### src/plebr_pkg.sv
// Shared constants and types for the local expansion bus bridge.
package plebr_pkg;

    // Upper PCI address bits compared with the window base.
    localparam int BASE_MSB = 31;
    localparam int BASE_LSB = 20;
    localparam int BASE_W = BASE_MSB - BASE_LSB + 1;

    // Word address field taken from the PCI address.
    localparam int WADDR_MSB = 19;
    localparam int WADDR_LSB = 2;
    localparam int WADDR_W = WADDR_MSB - WADDR_LSB + 1;

    // Zero fill for the upper local lines during the address phase.
    localparam int ZERO_W = 32 - WADDR_W;
    localparam logic [ZERO_W-1:0] ADDR_ZERO_FILL = 14'h0;

    // Data phase length in PCI clock periods, at least one.
    localparam logic [3:0] DATA_TICKS = 4'h2;

    // Reset levels of the local bus controls.
    localparam logic [3:0] LANES_IDLE = 4'hf;
    localparam logic [31:0] DATA_RESET = 32'h0;

    // Width of the group of inputs that cross into the clock domain.
    localparam int SYNC_W = 35;

    // Clock edges after reset before the synchronised pins are real.
    localparam logic [1:0] SYNC_SETTLE = 2'h2;

    // Mode select values.
    localparam logic MODE_SEPARATE = 1'h0;
    localparam logic MODE_DSTROBE = 1'h1;

    // Sequencer states, one-hot.
    typedef enum logic [6:0] {
        ST_IDLE = 7'h01,
        ST_REQ = 7'h02,
        ST_GACK = 7'h04,
        ST_ADDR = 7'h08,
        ST_DATA = 7'h10,
        ST_REL = 7'h20,
        ST_FLOAT = 7'h40
    } plebr_state_e;

endpackage

### src/plebr_bridge.sv
// Bridge from PCI target accesses onto the multiplexed local bus.
`timescale 1ns/10ps
module plebr_bridge
    import plebr_pkg::*;
#(
    parameter int DATA_W = 32
) (
    // Clock and reset.
    input wire logic clk,
    input wire logic resetn,
    // PCI clock pin, window base and strobe style.
    input wire logic pci_clk,
    input wire logic [BASE_W-1:0] window_base,
    input wire logic strobe_mode,
    // Request from the PCI target logic.
    input wire logic req_valid,
    input wire logic req_write,
    input wire logic [31:0] req_addr,
    input wire logic [3:0] req_be_n,
    input wire logic [DATA_W-1:0] req_wdata,
    // Answer to the PCI target logic.
    output logic req_ack,
    output logic req_miss,
    output logic [DATA_W-1:0] req_rdata,
    // Local bus clock.
    output logic local_bus_clock_out,
    output logic local_bus_clock_oe_n,
    // Multiplexed address and data.
    input wire logic [DATA_W-1:0] local_addr_data_in,
    output logic [DATA_W-1:0] local_addr_data_out,
    output logic local_addr_data_oe_n,
    // Strobes and lane selects.
    output logic [3:0] local_lane_select_n,
    output logic local_data_strobe_n,
    output logic local_rw_strobe,
    output logic local_addr_strobe_n,
    output logic local_ctl_oe_n,
    // Arbitration.
    input wire logic local_bus_grant,
    output logic local_bus_request_n,
    output logic local_bus_request_oe_n,
    output logic grant_acknowledge_n,
    output logic grant_acknowledge_oe_n,
    // Interrupts.
    input wire logic local_irq_in_n,
    output logic pci_intb_n
);

    typedef struct packed {
        plebr_state_e state;
        logic [3:0] cnt;
        logic pclk_prev;
        logic write;
        logic [WADDR_W-1:0] waddr;
        logic [DATA_W-1:0] wdata;
        logic [3:0] be_n;
        logic ack;
        logic miss;
        logic [DATA_W-1:0] rdata;
        logic clk_out;
        logic [DATA_W-1:0] ad_out;
        logic ad_oe_n;
        logic [3:0] lane_n;
        logic ds_n;
        logic rw;
        logic as_n;
        logic ctl_oe_n;
        logic req_n;
        logic req_oe_n;
        logic gack_n;
        logic gack_oe_n;
        logic intb_n;
        logic clk_oe_n;
        logic [1:0] settle;
    } plebr_regs_s;

    localparam plebr_regs_s REGS_RESET = '{
        state: ST_IDLE,
        cnt: 4'h0,
        pclk_prev: 1'h0,
        write: 1'h0,
        waddr: '0,
        wdata: DATA_RESET,
        be_n: LANES_IDLE,
        ack: 1'h0,
        miss: 1'h0,
        rdata: DATA_RESET,
        clk_out: 1'h1,
        ad_out: DATA_RESET,
        ad_oe_n: 1'h1,
        lane_n: LANES_IDLE,
        ds_n: 1'h1,
        rw: 1'h1,
        as_n: 1'h1,
        ctl_oe_n: 1'h1,
        req_n: 1'h1,
        req_oe_n: 1'h1,
        gack_n: 1'h1,
        gack_oe_n: 1'h1,
        intb_n: 1'h1,
        clk_oe_n: 1'h0,
        settle: 2'h0
    };

    plebr_regs_s r;
    plebr_regs_s next_r;
    logic [SYNC_W-1:0] sync_out;
    logic pclk_s;
    logic grant_s;
    logic irq_n_s;
    logic [DATA_W-1:0] ad_in_s;
    logic tick;
    logic hit;

    // True when the data strobe with direction line style is selected.
    // The style is read in ST_GACK, ST_ADDR and ST_DATA, so it must not change mid-access.
    function automatic logic dstrobe_style(input logic mode);
        return mode == MODE_DSTROBE;
    endfunction

    // Address phase word: the PCI word address low, zeros above it.
    // The window decode has already used the upper bits, so peripherals
    // only ever see the word offset inside the window.
    function automatic logic [31:0] addr_phase_word(
        input logic [WADDR_W-1:0] waddr
    );
        return {ADDR_ZERO_FILL, waddr};
    endfunction

    // True on the last PCI clock period of the data phase.
    function automatic logic last_period(input logic [3:0] cnt);
        return cnt <= 4'h1;
    endfunction

    // All pin inputs cross through two flip-flops first.
    // Read data therefore arrive two clocks late, which is harmless
    // because the read strobe stands for whole PCI clock periods.
    plebr_sync #(
        .WIDTH(SYNC_W)
    ) u_sync (
        .clk(clk),
        .resetn(resetn),
        .din({pci_clk, local_bus_grant, local_irq_in_n,
              local_addr_data_in}),
        .dout(sync_out)
    );

    // Split the synchronised group and find PCI clock rising edges.
    // Each sequencer step from ST_REQ to ST_REL waits for such an edge, so the local side
    // moves once per PCI clock period however fast the system clock is.
    assign pclk_s = sync_out[SYNC_W-1];
    assign grant_s = sync_out[SYNC_W-2];
    assign irq_n_s = sync_out[SYNC_W-3];
    assign ad_in_s = sync_out[DATA_W-1:0];
    assign tick = pclk_s & ~r.pclk_prev;
    assign hit = (req_addr[BASE_MSB:BASE_LSB] == window_base);

    // Next-state logic for the whole sequencer.
    always_comb begin
        next_r = r;
        next_r.pclk_prev = pclk_s;
        next_r.ack = 1'h0;
        next_r.miss = 1'h0;
        next_r.clk_out = ~pclk_s;
        next_r.clk_oe_n = 1'h0;
        next_r.intb_n = irq_n_s;
        // Both synchroniser stages leave reset low, which would read as an
        // active local interrupt; keep the PCI pin quiet until the stages
        // carry real pin levels.
        if (r.settle != SYNC_SETTLE) begin
            next_r.settle = r.settle + 2'h1;
            next_r.intb_n = 1'h1;
        end
        case (r.state)
            ST_IDLE: begin
                // Direction rests at read so no write can be seen while
                // the bridge waits for a request that hits the window.
                next_r.rw = 1'h1;
                if (req_valid && !r.miss) begin
                    if (hit) begin
                        next_r.write = req_write;
                        next_r.waddr = req_addr[WADDR_MSB:WADDR_LSB];
                        next_r.wdata = req_wdata;
                        next_r.be_n = req_be_n;
                        next_r.req_n = 1'h0;
                        next_r.req_oe_n = 1'h0;
                        next_r.state = ST_REQ;
                    end else begin
                        next_r.miss = 1'h1;
                    end
                end
            end
            ST_REQ: begin
                // Wait for the arbiter before touching the bus.
                // A grant held high for good is taken at the next
                // PCI clock edge, a handshake grant at the first PCI clock edge after it comes.
                if (tick && grant_s) begin
                    next_r.gack_n = 1'h0;
                    next_r.gack_oe_n = 1'h0;
                    next_r.state = ST_GACK;
                end
            end
            ST_GACK: begin
                // Address phase: word address low, zeros above.
                // Lanes stay high here so no peripheral mistakes the
                // address for data.
                if (tick) begin
                    next_r.ad_out = addr_phase_word(r.waddr);
                    next_r.ad_oe_n = 1'h0;
                    next_r.ctl_oe_n = 1'h0;
                    next_r.as_n = 1'h0;
                    next_r.lane_n = LANES_IDLE;
                    next_r.ds_n = 1'h1;
                    if (dstrobe_style(strobe_mode)) begin
                        next_r.rw = ~r.write;
                    end else begin
                        next_r.rw = 1'h1;
                    end
                    next_r.state = ST_ADDR;
                end
            end
            ST_ADDR: begin
                // Data phase: lanes, data and strobes.
                // On a read the data lines float so the selected
                // peripherals can drive them.
                if (tick) begin
                    next_r.lane_n = r.be_n;
                    if (r.write) begin
                        next_r.ad_out = r.wdata;
                        next_r.ad_oe_n = 1'h0;
                    end else begin
                        next_r.ad_oe_n = 1'h1;
                    end
                    if (dstrobe_style(strobe_mode)) begin
                        next_r.ds_n = 1'h0;
                        next_r.rw = ~r.write;
                    end else if (r.write) begin
                        next_r.ds_n = 1'h1;
                        next_r.rw = 1'h0;
                    end else begin
                        next_r.ds_n = 1'h0;
                        next_r.rw = 1'h1;
                    end
                    next_r.cnt = DATA_TICKS;
                    next_r.state = ST_DATA;
                end
            end
            ST_DATA: begin
                // Hold strobes; on the last period end the access.
                // Read data are taken as the strobe rises, after they
                // have stood on the synchronised lines for a full period.
                if (tick) begin
                    if (!last_period(r.cnt)) begin
                        next_r.cnt = r.cnt - 4'h1;
                    end else begin
                        next_r.ds_n = 1'h1;
                        if (!dstrobe_style(strobe_mode)) begin
                            next_r.rw = 1'h1;
                        end
                        next_r.as_n = 1'h1;
                        next_r.lane_n = LANES_IDLE;
                        next_r.ad_oe_n = 1'h1;
                        next_r.rdata = ad_in_s;
                        next_r.ack = 1'h1;
                        next_r.gack_n = 1'h1;
                        next_r.req_n = 1'h1;
                        next_r.state = ST_REL;
                    end
                end
            end
            ST_REL: begin
                // Deasserted levels have stood one PCI clock period; release lines.
                // Floating any earlier would leave the pullups to make the
                // rising edge, too slow for the peripherals and arbiter.
                if (tick) begin
                    next_r.ctl_oe_n = 1'h1;
                    next_r.req_oe_n = 1'h1;
                    next_r.gack_oe_n = 1'h1;
                    next_r.state = ST_FLOAT;
                end
            end
            ST_FLOAT: begin
                // One idle cycle lets the target drop its request.
                // Without it the old request would start a second access.
                next_r.state = ST_IDLE;
            end
            default: begin
                // An illegal state code returns the bridge to its reset state.
                next_r = REGS_RESET;
            end
        endcase
    end

    // State register, cleared by reset.
    // Reset floats every local line except the local bus clock, which stays driven, and drops any access in flight.
    always_ff @(posedge clk or negedge resetn) begin
        if (!resetn) begin
            r <= REGS_RESET;
        end else begin
            r <= next_r;
        end
    end

    // Outputs come straight from the state register.
    // No output passes through logic, so pins never glitch between
    // clock edges.
    assign req_ack = r.ack;
    assign req_miss = r.miss;
    assign req_rdata = r.rdata;
    assign local_bus_clock_out = r.clk_out;
    assign local_bus_clock_oe_n = r.clk_oe_n;
    assign local_addr_data_out = r.ad_out;
    assign local_addr_data_oe_n = r.ad_oe_n;
    assign local_lane_select_n = r.lane_n;
    assign local_data_strobe_n = r.ds_n;
    assign local_rw_strobe = r.rw;
    assign local_addr_strobe_n = r.as_n;
    assign local_ctl_oe_n = r.ctl_oe_n;
    assign local_bus_request_n = r.req_n;
    assign local_bus_request_oe_n = r.req_oe_n;
    assign grant_acknowledge_n = r.gack_n;
    assign grant_acknowledge_oe_n = r.gack_oe_n;
    assign pci_intb_n = r.intb_n;

endmodule

### src/plebr_sync.sv
// Two-stage synchroniser for a group of asynchronous inputs.
`timescale 1ns/10ps
module plebr_sync #(
    parameter int WIDTH = 1
) (
    // Clock and reset.
    input wire logic clk,
    input wire logic resetn,
    // Asynchronous inputs and their synchronised copy.
    input wire logic [WIDTH-1:0] din,
    output logic [WIDTH-1:0] dout
);

    logic [WIDTH-1:0] meta;

    // The first stage feeds only the second stage.
    always_ff @(posedge clk or negedge resetn) begin
        if (!resetn) begin
            meta <= '0;
            dout <= '0;
        end else begin
            meta <= din;
            dout <= meta;
        end
    end

endmodule

### config.mk
export PLATFORM = sky130hd
export DESIGN_NAME = plebr_bridge
export DESIGN_NICKNAME = d
export VERILOG_FILES = /design/src/plebr_pkg.sv /design/src/plebr_bridge.sv /design/src/plebr_sync.sv
export SDC_FILE = /design/constraint.sdc
export NUM_CORES = 1
export LEC_CHECK = 0
export BUFFER_PORTS_ARGS = -buffer_cell sky130_fd_sc_hd__buf_4
export CAP_MARGIN = 20
export CORE_MARGIN = 4
export CORE_UTILIZATION = 33
export CTS_BUF_LIST = sky130_fd_sc_hd__clkbuf_8
export CTS_CLUSTER_DIAMETER = 60
export DETAILED_ROUTE_END_ITERATION = 12
export PLACE_DENSITY = 0.63
export SLEW_MARGIN = 40
export SYNTH_ARGS = -nofsm -noshare
export SYNTH_HDL_FRONTEND = slang
export SYNTH_HIERARCHICAL = 1
export SYNTH_SLANG_ARGS = --single-unit
export TNS_END_PERCENT = 20
### constraint.sdc
create_clock -name clk -period 5.5 [get_ports clk]
set_input_delay 0.275 -clock clk [delete_from_list [all_inputs] [get_ports clk]]
set_output_delay 0.275 -clock clk [all_outputs]
set_load 0.01 [all_outputs]
==> reports/results.ini <==
[status]
status=completed

[die]
core.rowCount=61
die_height_um=177
coreArea_um2=27900
boundaryPins=202
die-area_um2=31200
start_util_pct=33.6
die_w_um=177

[route]
wl_met3_um=1620
dr.max_layer_used=met5
drc=0
viasPerCell=4.51
drt_pass1_iterations=4
drt-wirelength-per-cell_um=15.4
ant_nets=0
drt_iter0_markers=414
vias=6197
met1_length_um=9150
routed_wl_um=21100
dr_wl_met2_um=9860

[timing]
fin_tns_setup_ps=0
fin_ws_ps=2450
fmax_ghz=0.328
period_share_pct=55.5
skew_ps=18.8
tightest_slew_ps=771
rsz0062_at_grt=no
slew_headroom_pct=48.3
hold_violations=0
drv_slew=0
period_minus_slack_ps=3050
finalSetupViolations=0

[power]
p_per_area_nw_per_um2=285
pwr-share-clk_pct=42.7
internal-power_w=0.00270
swShare_pct=22.8
combPwrFrac_pct=8.2
switchingPower_w=0.000796
sequentialPowerShare_pct=49.1
ir_drop_uv=157
p_leak_nw=6.17

[logic_synthesis]
synth_area_um2=9390
netlist_instances=741
synth_fp_nets=864
synth_commonest_cells=dfrtp_1 (200), buf_4 (76), a22o_1 (70)
synth_area_leader_cell=dfrtp_1
ys_ff_latch=220
ys_types=67
synth.most_common_cell=dfrtp_1
ys_seq_area_share_pct=58.9
synth_ff_type=dfrtp_1
synth_edf_count=0
syn_area_per_cell_um2=12.7
synthArstFlopShare_pct=100
synth_area_leaders=dfrtp_1 (53%), a22o_1 (6.5%), buf_4 (6.1%)
yosysWarnings=6
synth.top_cell.area_share_pct=53.3

[placed_design]
io_buffer_count=198
post-dp-hpwl_um=13000
gp_congestion=0.795
dpl.cell_count=1214
post-place-ws_ps=2270
placed_area_um2=10600

[clock_network]
cts_root_buf=clkbuf_8
clk_pin_slew_worst_paths_ps=60
htreeDepth=2
cts_tree=yes
cts_resized=0
numCtsBuffers=39
clk_latency_ps=510
cts_max_path_buffers=3
post-cts-setup-buffers=0
hold_buffers=91
cts.sinks=220

[grt]
grt_pass1_wl_um=33600
grt_pass1_vias=6456
grt_usage_pct=13.2
grt_max_degree=118
gr-total-overflow=0
antenna_found_initial=1

[worst_setup_path]
crit_fanout=39
cp.required_ps=5890
cp-start-kind=register
end_kind=register
cp.arrival_ps=3440
crit_buf_inv=1
max_stage_delay_ps=680
crit_chain=nor2_1 -> and3_4 -> a32oi_1 -> nand3_2 -> buf_4 -> mux2_2
slowest_stage=and3_4
path_delay_family=simple AND/OR/NAND/NOR gates
crit_type=register to register

[job]
drv_cap=0

[cells_and_area]
seq_area_um2=5530
multiInputGateArea_um2=2800
final_area_um2=12300
fin_nets=1092
fillers=2609
drive_gt1_share_pct=33.1
syn_to_final_growth_pct=30.9
final_cells=1373
diodes=0

[hold_path]
hold_path_class=input pin to register

worst paths after layout:
kind                            startpoint                     end  slack [ps]  cells past startpoint
setup / recovery                    r[145]  local_addr_data_out[0]        2450                      6
hold / removal                   req_valid                req_miss         150                      3
setup reg to reg                    r[145]  local_addr_data_out[0]        2450                      6
hold reg to reg            u_sync/meta[20]         u_sync/dout[20]         340                      0
max in group asynchronous           resetn                  r[134]        4370                      3
min in group asynchronous           resetn           req_rdata[25]         220                      2
placed cells by master (no fill, tap or decap), drive strengths merged, types with 4 or more instances in the layout:
cell	count
a21o	6
a21oi	6
a22o	70
a22oi	4
and3	8
buf	203
clkbuf	49
clkinv	4
dfrtp	200
dfstp	20
dlygate4sd3	91
inv	72
mux2	26
mux2i	46
nand2	63
nand3	13
nand3b	4
nor2	11
nor2b	7
nor3	8
nor4	5
o21ai	13
xor2	19
cell families (layout without fill, tap and decap cells):
logic type / count (synthesis) / after routing / synth area share [%]
compound gates: 122 / 122 / 10.7
flops: 220 / 220 / 58.9
other cells: 1 / 1 / 0.0399
xor+xnor: 19 / 19 / 1.85
simple gates: 136 / 136 / 8.05
fa+ha+maj: 3 / 3 / 0.400
mux: 72 / 72 / 8.66
buf+inv: 168 / 422 / 11.4
worst min-delay path, cell delays in order:
cell and delay, ps:
buf_4 110, nand2b_1 140, nor3b_1 70
layout make-up:
| class | instances | area share (%) |
|---|---|---|
| Multi-Input combinational cell | 353 | 22.8 |
| Tap cell | 378 | 3.85 |
| Sequential cell | 220 | 45.0 |
| Clock buffer | 49 | 5.49 |
| Clock inverter | 18 | 0.865 |
| Timing Repair Buffer | 294 | 20.1 |
| Inverter | 61 | 1.86 |
metrics by stage:
stage	power (W)	hold slack, ps	utilization [%]
3_3_place_gp	0.00197	332	37.8
6_report	0.00350	153	44.0
2_1_floorplan	0.00183	-20.6	-
5_1_grt	0.00367	140	44.0
3_5_place_dp	0.00198	335	37.8
4_1_cts	0.00356	114	43.9
sequential cells by signal, indices dropped and copies added, names as in the netlist, 4 cells and up:
signal	cells
u_sync/meta	35
r	69
local_addr_data_out	32
u_sync/dout	35
local_lane_select_n	4
req_rdata	32
power groups by stage:
stage | Combinational, W | Clock [W] | Sequential [W]
after floorplan | 0.0000844 | 0 | 0.00175
after global placement | 0.000231 | 0 | 0.00174
after detailed placement | 0.000234 | 0 | 0.00175
after CTS | 0.000288 | 0.00156 | 0.00172
after global routing | 0.000320 | 0.00163 | 0.00172
final | 0.000287 | 0.00149 | 0.00172
per-layer routing:
layer,global-route usage [%],up-vias
met2,21.1,186
met4,3.71,2
met5,0,-
met3,4.53,36
met1,17.1,3059
li1,-,2914
No activity file was read; power rests on OpenSTA's default activity.
